==> src/verilog/tspc_pkg.sv <==
// Notes on behaviour
// RL1: Mode 10 with function 11 selects single pulse
// RL2: Run bit rising edge triggers pulse start
// RL3: External clock pin edge sets run bit
// RL4: Run high starts counter and pulse together
// RL5: Run bit falling ends the pulse
// RL6: Compare A match clears run, interrupts
// RL7: Counter zeroed only on run rising edge; code loads 1 there instead
// RL8: Single pulse ignores P, clear, swap
// RL9: Software holds run and function field steady
// RL10: Mode 01 selects capture input
// RL11: Function field picks edge; 11 disables capture
// RL12: Capture counter starts on run rising edge
// RL13: Active edge copies counter into compare A
// RL14: Capture counter runs until run falls
// RL15: Compare P match zeroes counter, interrupts
// RL16: Pin edges capture even when driven out
// RL17: Capture ignores level, invert, clear, swap
// RL18: P compares top byte; zero means 65536
// RL19: Pins synchronised, one event per edge
package tspc_pkg;

  // Register byte offsets
  localparam logic [4:0] TSPC_OFS_CTRL    = 5'h00;
  localparam logic [4:0] TSPC_OFS_RUN     = 5'h04;
  localparam logic [4:0] TSPC_OFS_CMPA    = 5'h08;
  localparam logic [4:0] TSPC_OFS_CMPP    = 5'h0C;
  localparam logic [4:0] TSPC_OFS_COUNT   = 5'h10;
  localparam logic [4:0] TSPC_OFS_STATUS  = 5'h14;
  localparam logic [4:0] TSPC_OFS_MASK    = 5'h18;

  // Control field positions
  localparam int TSPC_POS_CLR   = 0;
  localparam int TSPC_POS_CAPTS = 1;
  localparam int TSPC_POS_INV   = 2;
  localparam int TSPC_POS_LEVEL = 3;
  localparam int TSPC_POS_FUNC  = 4;
  localparam int TSPC_POS_MODE  = 6;
  localparam int TSPC_POS_SWAP  = 8;

  // Status bit positions
  localparam int TSPC_ST_A = 0;
  localparam int TSPC_ST_P = 1;

  // Mode and function codes
  localparam logic [1:0] TSPC_MODE_CAPTURE = 2'h1;
  localparam logic [1:0] TSPC_MODE_PULSE   = 2'h2;
  localparam logic [1:0] TSPC_FUNC_SINGLE  = 2'h3;
  localparam logic [1:0] TSPC_CAP_RISE     = 2'h0;
  localparam logic [1:0] TSPC_CAP_FALL     = 2'h1;
  localparam logic [1:0] TSPC_CAP_BOTH     = 2'h2;

  // Reset values
  localparam logic [8:0]  TSPC_RST_CTRL  = 9'h000;
  localparam logic [15:0] TSPC_RST_CMPA  = 16'h0000;
  localparam logic [7:0]  TSPC_RST_CMPP  = 8'h00;
  localparam logic [1:0]  TSPC_RST_MASK  = 2'h0;

  // Bus phase states
  typedef enum logic [1:0] {
    TSPC_BUS_IDLE = 2'b01,
    TSPC_BUS_ACK  = 2'b10
  } tspc_bus_e;

  // Synchronised pin events
  typedef struct packed {
    logic ext_edge;
    logic io_rise;
    logic io_fall;
  } tspc_pin_ev_s;

  // Module state
  typedef struct packed {
    tspc_bus_e   bus;
    logic [31:0] rdata;
    logic [8:0]  ctrl;
    logic        run;
    logic        run_d;
    logic [15:0] counter;
    logic [15:0] cmpa;
    logic [7:0]  cmpp;
    logic [1:0]  status;
    logic [1:0]  mask;
    logic        pin_out;
  } tspc_state_s;

endpackage

==> src/verilog/tspc_pin_sync.sv <==
`timescale 1ns/1ps
// Two-flop synchronisers and edge detectors for both pins
module tspc_pin_sync
  import tspc_pkg::*;
(
  // Clock and reset
  input  wire logic   sys_clk,
  input  wire logic   rst_n,
  // Raw pins
  input  wire logic   ext_clock_pin,
  input  wire logic   timer_io_pin,
  // Events
  output tspc_pin_ev_s events
);

  logic [2:0] ext_sh;
  logic [2:0] io_sh;

  // Stage 0 is read only by stage 1; edges compare stages 1 and 2
  always_ff @(posedge sys_clk or negedge rst_n)
  begin
    if (!rst_n)
    begin
      ext_sh <= 3'h0;
      io_sh  <= 3'h0;
    end
    else
    begin
      ext_sh <= {ext_sh[1:0], ext_clock_pin};
      io_sh  <= {io_sh[1:0], timer_io_pin};
    end
  end

  // One pulse per qualifying edge
  always_comb
  begin
    events.ext_edge = ext_sh[1] & ~ext_sh[2]; // RL19
    events.io_rise  = io_sh[1] & ~io_sh[2];   // RL19
    events.io_fall  = ~io_sh[1] & io_sh[2];   // RL19
  end

endmodule

==> src/verilog/tspc_timer.sv <==
`timescale 1ns/1ps
// Single-pulse output and capture input timer with Avalon-MM slave
module tspc_timer
  import tspc_pkg::*;
(
  // Clock and reset
  input  wire logic        sys_clk,
  input  wire logic        rst_n,
  // Avalon-MM slave
  input  wire logic [4:0]  avs_address,
  input  wire logic        avs_read,
  input  wire logic        avs_write,
  input  wire logic [31:0] avs_writedata,
  input  wire logic [3:0]  avs_byteenable,
  output logic [31:0]      avs_readdata,
  output logic             avs_waitrequest,
  // Pins
  input  wire logic        ext_clock_pin,
  input  wire logic        timer_io_pin,
  output logic             timer_io_out,
  output logic             timer_io_oe,
  // Interrupt
  output logic             irq
);

  tspc_state_s  st;
  tspc_state_s  next_st;
  tspc_pin_ev_s ev;

  logic [1:0] op_mode;
  logic [1:0] func;
  logic       pulse_mode;
  logic       capt_mode;
  logic       run_rise;
  logic       run_fall;
  logic       match_a;
  logic       match_p;
  logic       cap_edge;
  logic       wr_go;
  logic       rd_go;
  logic       b0;
  logic       b1;

  // Pin synchroniser
  tspc_pin_sync u_sync (
    .sys_clk       (sys_clk),
    .rst_n         (rst_n),
    .ext_clock_pin (ext_clock_pin),
    .timer_io_pin  (timer_io_pin),
    .events        (ev)
  );

  // Decoded fields
  assign op_mode    = st.ctrl[TSPC_POS_MODE+:2];
  assign func       = st.ctrl[TSPC_POS_FUNC+:2];
  assign pulse_mode = (op_mode == TSPC_MODE_PULSE) &&
                      (func == TSPC_FUNC_SINGLE);  // RL1
  assign capt_mode  = (op_mode == TSPC_MODE_CAPTURE); // RL10
  assign run_rise   = st.run & ~st.run_d;
  assign run_fall   = ~st.run & st.run_d;
  assign match_a    = st.run && (st.counter == st.cmpa);
  // Top byte against P, low byte all ones; zero never matches so the counter wraps at 65536
  assign match_p    = st.run && (st.cmpp != 8'h00) &&
                      (st.counter[15:8] == st.cmpp) &&
                      (st.counter[7:0] == 8'hFF); // RL18

  // Active edge select; both bits high disables capture
  always_comb
  begin
    case (func)
      TSPC_CAP_RISE: cap_edge = ev.io_rise;            // RL11
      TSPC_CAP_FALL: cap_edge = ev.io_fall;            // RL11
      TSPC_CAP_BOTH: cap_edge = ev.io_rise | ev.io_fall; // RL11
      default:       cap_edge = 1'b0;                  // RL11
    endcase
  end

  // Bus handshake: one wait cycle, then acknowledge
  assign wr_go = avs_write && (st.bus == TSPC_BUS_ACK);
  assign rd_go = avs_read && (st.bus == TSPC_BUS_IDLE);
  assign b0    = avs_byteenable[0];
  assign b1    = avs_byteenable[1];
  assign avs_waitrequest = (avs_read | avs_write) &&
                           (st.bus == TSPC_BUS_IDLE);
  assign avs_readdata    = st.rdata;
  assign irq             = |(st.status & st.mask);
  assign timer_io_out    = st.pin_out;
  assign timer_io_oe     = pulse_mode;

  // Next-state logic
  always_comb
  begin
    next_st       = st;
    next_st.run_d = st.run;

    // Bus phase
    case (st.bus)
      TSPC_BUS_IDLE:
        if (avs_read | avs_write)
          next_st.bus = TSPC_BUS_ACK;
      TSPC_BUS_ACK:
        next_st.bus = TSPC_BUS_IDLE;
      default:
        next_st.bus = TSPC_BUS_IDLE;
    endcase

    // Read data latched in the wait cycle
    if (rd_go)
    begin
      case (avs_address)
        TSPC_OFS_CTRL:   next_st.rdata = {23'h0, st.ctrl};
        TSPC_OFS_RUN:    next_st.rdata = {31'h0, st.run};
        TSPC_OFS_CMPA:   next_st.rdata = {16'h0, st.cmpa};
        TSPC_OFS_CMPP:   next_st.rdata = {24'h0, st.cmpp};
        TSPC_OFS_COUNT:  next_st.rdata = {16'h0, st.counter};
        TSPC_OFS_STATUS: next_st.rdata = {30'h0, st.status};
        TSPC_OFS_MASK:   next_st.rdata = {30'h0, st.mask};
        default:         next_st.rdata = 32'h0;
      endcase
    end

    // Register writes
    if (wr_go)
    begin
      case (avs_address)
        TSPC_OFS_CTRL:
        begin
          if (b0)
            next_st.ctrl[7:0] = avs_writedata[7:0];
          if (b1)
            next_st.ctrl[8] = avs_writedata[8];
        end
        TSPC_OFS_RUN:
          if (b0)
            next_st.run = avs_writedata[0]; // RL2 RL12
        TSPC_OFS_CMPA:
        begin
          if (b0)
            next_st.cmpa[7:0] = avs_writedata[7:0];
          if (b1)
            next_st.cmpa[15:8] = avs_writedata[15:8];
        end
        TSPC_OFS_CMPP:
          if (b0)
            next_st.cmpp = avs_writedata[7:0];
        TSPC_OFS_STATUS:
          if (b0)
            next_st.status = st.status & ~avs_writedata[1:0];
        TSPC_OFS_MASK:
          if (b0)
            next_st.mask = avs_writedata[1:0];
        default:
          next_st.ctrl = st.ctrl;
      endcase
    end

    // Counter: loaded with 1 on run rising edge, advances while running
    if (run_rise)
      next_st.counter = 16'h0001; // RL7
    else if (st.run)
      next_st.counter = st.counter + 16'h0001; // RL14

    if (pulse_mode)
    begin
      // External pin edge sets run automatically
      if (ev.ext_edge)
        next_st.run = 1'b1; // RL3
      // Compare A ends the pulse; P, clear and swap unused
      if (match_a && !run_rise)
      begin
        next_st.run = 1'b0;                // RL6
        next_st.status[TSPC_ST_A] = 1'b1;  // RL6
      end
      // Output follows run, level bit sets active sense
      next_st.pin_out = (next_st.run ~^ st.ctrl[TSPC_POS_LEVEL]) ^
                        st.ctrl[TSPC_POS_INV]; // RL4 RL5 RL8
    end
    else
      next_st.pin_out = 1'b0;

    if (capt_mode)
    begin
      // Pin input watched regardless of its direction
      if (cap_edge && st.run)
      begin
        next_st.cmpa = st.counter;          // RL13 RL16
        next_st.status[TSPC_ST_A] = 1'b1;   // RL13
      end
      // Compare P wraps the counter; output bits ignored
      if (match_p && !run_rise)
      begin
        next_st.counter = 16'h0000;         // RL15 RL17
        next_st.status[TSPC_ST_P] = 1'b1;   // RL15
      end
    end

    // Stop leaves the counter at its residual value
    if (run_fall)
      next_st.counter = st.counter; // RL14
  end

  // State register
  always_ff @(posedge sys_clk or negedge rst_n)
  begin
    if (!rst_n)
    begin
      st.bus     <= TSPC_BUS_IDLE;
      st.rdata   <= 32'h0;
      st.ctrl    <= TSPC_RST_CTRL;
      st.run     <= 1'b0;
      st.run_d   <= 1'b0;
      st.counter <= 16'h0000;
      st.cmpa    <= TSPC_RST_CMPA;
      st.cmpp    <= TSPC_RST_CMPP;
      st.status  <= 2'h0;
      st.mask    <= TSPC_RST_MASK;
      st.pin_out <= 1'b0;
    end
    else
      st <= next_st;
  end

endmodule

==> config.mk <==
export PLATFORM = sky130hd
export DESIGN_NAME = tspc_timer
export DESIGN_NICKNAME = d
export VERILOG_FILES = /design/src/verilog/tspc_pkg.sv /design/src/verilog/tspc_pin_sync.sv /design/src/verilog/tspc_timer.sv
export SDC_FILE = /design/constraint.sdc
export NUM_CORES = 1
export LEC_CHECK = 0
export BUFFER_PORTS_ARGS = -buffer_cell sky130_fd_sc_hd__buf_2
export CAP_MARGIN = 20
export CORE_MARGIN = 4
export CORE_UTILIZATION = 45
export CTS_CLUSTER_DIAMETER = 40
export DETAILED_ROUTE_END_ITERATION = 8
export PLACE_DENSITY = 0.77
export SLEW_MARGIN = 10
export SYNTH_ARGS = -nofsm -noshare
export SYNTH_HDL_FRONTEND = slang
export SYNTH_HIERARCHICAL = 1
export SYNTH_SLANG_ARGS = --single-unit
export TNS_END_PERCENT = 100
==> constraint.sdc <==
create_clock -name sys_clk -period 4.8 [get_ports sys_clk]
set_clock_uncertainty 0.05 [all_clocks]
set_input_delay 0.24 -clock sys_clk [delete_from_list [all_inputs] [get_ports sys_clk]]
set_output_delay 0.24 -clock sys_clk [all_outputs]
set_load 0.01 [all_outputs]
## Yosys cells after proc, flatten, opt, wreduce, memory -nomap -nowiden

Cells that the tools add are included.
W data, S select, Z words.

- Div/mod/pow operators: 0
- Reduce and logical (&&, ||, !) cells: 20
- Multiplexer cells: 32
- Shift operators: 0
- Add/subtract/negate cells: 1
- Bitwise logic cells: 17
- Multipliers: 0
- Magnitude comparators: 0
- Equality and inequality tests: 17

Operators by type and width:

| operator | count |
|---|---|
| $pmux W16 S7 | 1 |
| $mux W16 | 5 |
| $mux W32 | 1 |
| $mux W8 | 4 |
| $mux W28 | 1 |
| $add A16 B1 Y16 const B | 1 |
| $eq A16 B16 Y1 | 1 |
| $eq A5 B5 Y1 const B | 3 |
| $mux W2 | 7 |
| $mux W1 | 12 |
| $reduce_and A3 Y1 | 4 |
| $logic_and A1 B1 Y1 | 11 |
| $eq A5 B4 Y1 const B | 2 |
| $eq A2 B2 Y1 const B | 4 |
| $eq A8 B8 Y1 | 1 |
| $eq A8 B8 Y1 const B | 1 |
| $reduce_bool A8 Y1 | 1 |
| $eq A2 B1 Y1 const B | 3 |
| $and A1 B1 Y1 | 5 |
| $eq A5 B3 Y1 const B | 1 |
| $logic_not A5 Y1 | 1 |
| $not A1 Y1 | 5 |
| $and A2 B2 Y2 | 2 |
| $pmux W1 S3 | 1 |
| 8 further kinds | 9 |

- Memories kept: 0
- Output and inout port bits: 36
- Bits in latches: 0
- Word-level logic and storage cells: 101
- RAM bits: 0
- Memory bits (read-only): 0
- Register bits after elaboration: 96
- Input bits: 47

## Longest topological paths before layout

- Word-level depth: 9
- Depth in mapped cells: 7
- Mapped depth without buffers: 6

## Modules after synthesis

The synthesis kept the hierarchy.

Modules (own cells, without submodules):

| module | cells each | area each (um2) | seq. area each (um2) | times used |
|---|---|---|---|---|
| tspc_timer | 416 | 4197.8 | 1853.0 | 1 |
| tspc_pin_sync | 9 | 171.4 | 150.1 | 1 |

## Least setup slack after synthesis

No wires, ideal clock.

- Path kind: reg2reg
- Start: register st[38] in the netlist's numbering
- End: register st[35] in the netlist's numbering
- Buffers on the path: 2
- Data required time: 4.631 ns
- Arrival time: 1.556 ns
- Clock period less this slack: 1.724 ns
- Path slack: 3.076 ns
- Library setup time: 0.119 ns
- Cell stages (with the launch flop): 8
- Cells stage by stage: dfrtp_1 buf_2 xnor2_1 nand4_1 a2111oi_2 a21o_1 buf_4 nor2_1

- Cells in the longest elaborated chain, start to end: 6

Ends and longest elaborated chain:

| what | line | source |
|---|---|---|
| start, declared | tspc_timer.sv:26 | `tspc_state_s st;` |
| start signal, assigned | tspc_timer.sv:220 | `st <= next_st;` |
| $eq A8 B8 Y1 | tspc_timer.sv:64 | `(st.counter[15:8] == st.cmpp) &&` |
| $logic_and A1 B1 Y1 | tspc_timer.sv:63 | `assign match_p = st.run && (st.cmpp != 8'h00) &&` |
| $logic_and A1 B1 Y1 | tspc_timer.sv:64 |  |
| $logic_and A1 B1 Y1 | tspc_timer.sv:190 | `if (match_p && !run_rise)` |
| $mux W16 | tspc_timer.sv:190 |  |
| $mux W32 | tspc_timer.sv:181 | `if (capt_mode)` |

Every way passes these cells.
A chain may end at the register's enable or synchronous reset.

==> out/results.ini <==
[placement]
place_hpwl_um=7020
gp_congestion=0.867
placedCellCount=558
place_ws_ns=2.36
portBuffers=48

[routing]
drt_iter0_markers=290
dr.pass1.iters=5
wire_per_inst_um=16.7
vias=3202
drcViolationCount=0
via_per_inst=5.54
final_antenna_net_count=0
routed_wl_um=9650

[worst_setup_path]
start_kind=flop
worstReg2RegEnd=timer_io_out
worstReg2RegStart=st[32]
crit_family=simple AND/OR/NAND/NOR gates
r2r_cells=5
slowest_delay_ns=0.56
worstPathRequired_ns=5.03
critPathKind=flop to flop
cp_num_buf_inv=0
cp.arrival_ns=2.47
reg2reg_slack_ns=2.56
slowest_stage=nor4_1
worst-path-max-fanout=7
cp-end-kind=flop
path_cells=xor2_1 -> nor4_1 -> nand4_1 -> or4_1 -> nand3_1

[clocking]
root_buffer=clkbuf_8
cts_resized=0
cts_tree=yes
numClockSinks=80
cts_buffers=9
cts_max_level=3
clk_pin_slew_ns=0.08
clockBufferDepth=2
clkLatencyLatePin_ns=0.35

[die]
io_pins=83
start_util=0.468
die_area_um2=11300
dieWidth_um=107
core_area_um2=9330
dieHeight_um=107
rows=35

[sta]
maxSlewViolCount=0
maxSlewHeadroom=0.485
rsz0062_at_grt=no
hold_viol_final=0
fin_ws_ns=2.56
finalSetupTns_ns=0
fmax_mhz=447
period_minus_slack_ns=2.24
setup_viol=0
fin_crit_sh=0.466
tightest_slew_ns=0.769

[global_routing]
grt_usage=0.178
grt_start_max_net_pins=81
grt_util_met3=0.0334
antenna_found_initial=0
grt_pass1_vias=3100
met2_usage=0.286
grt_pass1_wl_um=16000
grt_overflow_total=0
use_met1=0.245
busiest_layer=met2

[cells_and_area]
final_common_cell=dfrtp_1
most-common-layout-cells=dfrtp_1 (79), buf_2 (47), nor2_1 (30), nand2_1 (28), xor2_1 (26)
stdcell_count=578
drive_above_1_share=0.214
fin_nets=492
areaGrowthSynthToFinish_pct=6.62
diodes=0

[power]
p_int_uw=1180
combPwrFrac=0.204
power.total_uw=1770
ir_drop_mv=0.153
pwr_density_cell_nw_per_um2=379
switching_share=0.332
seqPwrFrac=0.525
power.switching_uw=585
leakagePower_uw=0.00219
p_clk_frac=0.272

[outcome]
status=complete, no violations

[yosys]
synth.distinct_cells=58
ys_ff_latch=80
synth_area_um2=4370
synthCells=425
yosys_warnings=6
synthArstFlopShare=1.00
yosys_most_used_dff=dfrtp_1
synth_edf_count=0
synth_seq_area_share=0.458
syn-mean-instance-area_um2=10.3

[hold_path]
hold_depth=2
hold_start=avs_read
hp-class=input port to flop
min_delay_worst_endpoint=st[88]

[job]
max_cap_viol_count=0

[worst register-to-register path, stage by stage, from the launching register on]
cell and delay (ns):
dfrtp_1 0.48, xor2_1 0.21, nor4_1 0.56, nand4_1 0.26, or4_1 0.51, nand3_1 0.10
[layer usage]
metal	part of all wire	up-vias	wire length (um)
li1	-	1493	-
met1	0.44	1570	4240
met2	0.48	127	4600
met3	0.070	12	671
met4	0.015	0	144
met5	0	-	0
[power groups by stage]
stage | logic (uW) | registers (uW) | clock network, uW
2_1_floorplan | 307 | 866 | 0
3_5_place_dp | 355 | 935 | 0
5_1_grt | 409 | 943 | 523
4_1_cts | 358 | 921 | 490
6_report | 359 | 926 | 480
3_3_place_gp | 341 | 926 | 0
[cells by family (layout without fill, tap and decap cells)]
kind of cell	count (synthesis)	count (layout)	share of synthesized area
compound gates	79	79	0.121
xor+xnor	36	36	0.0722
fa+ha+maj	1	1	0.00286
buf+inv	66	75	0.101
flops	80	80	0.458
mux	35	35	0.0856
other cells	1	16	0.000858
simple gates	127	127	0.159
[cell usage after synthesis, types with 7 or more instances]
| master | n | area [um2] |
|---|---|---|
| xor2_1 | 26 | 228 |
| a22oi_1 | 12 | 90.1 |
| xnor2_1 | 10 | 87.6 |
| nand3_1 | 11 | 55.1 |
| nor2_1 | 30 | 113 |
| dfrtp_1 | 79 | 1980 |
| buf_2 | 13 | 65.1 |
| mux2_2 | 19 | 214 |
| nand4_1 | 12 | 75.1 |
| o21ai_0 | 14 | 70.1 |
| nor2b_1 | 7 | 43.8 |
| nand2_1 | 28 | 105 |
| mux2i_1 | 16 | 160 |
| buf_4 | 35 | 263 |
| a21oi_1 | 21 | 105 |
| a22o_1 | 7 | 61.3 |
[how the worst max path moves through the flow]
stage                        start           end  depth (start not counted)  slack, ns
floorplan                   st[38]        st[35]                          7       3.08
global placement    avs_address[1]       func[0]                          5       2.38
detailed placement  avs_address[1]        st[47]                          5       2.36
CTS                         st[32]  timer_io_out                          5       2.59
global route                st[29]        st[31]                          5       2.40
finish                      st[32]  timer_io_out                          5       2.56
[cell type report]
cell class / count / area (um2)
inverters: 6 / 22.5
fillers: 880 / 4670
flip-flops and latches: 80 / 2000
clock buffers: 10 / 128
well taps: 129 / 161
repair buffers: 53 / 300
multi-input cells: 294 / 1980
clock inverters: 6 / 60.1
[state kept, by name (all words and copies together), names as in the netlist]
register	cells
func	2
op_mode	2
next_st	1
u_sync/ext_sh	3
st	52
u_sync/io_sh	3
avs_readdata	16
timer_io_out	1
[stage by stage]
step                      utilization  area (um2)  hold slack (ns)
after global routing            0.499        4660           0.0893
after global placement          0.474        4420            0.284
after CTS                       0.496        4630           0.0451
after floorplan                     -        4430           -0.106
after detailed placement        0.474        4420            0.285
final                           0.499        4660           0.0729
[what timing repair did]
item,4_1_cts,5_1_grt
hold buffers,2,1
endpoints found under the hold margin,2,37
setup buffers,0,0
(Power assumes the default switching activity.)
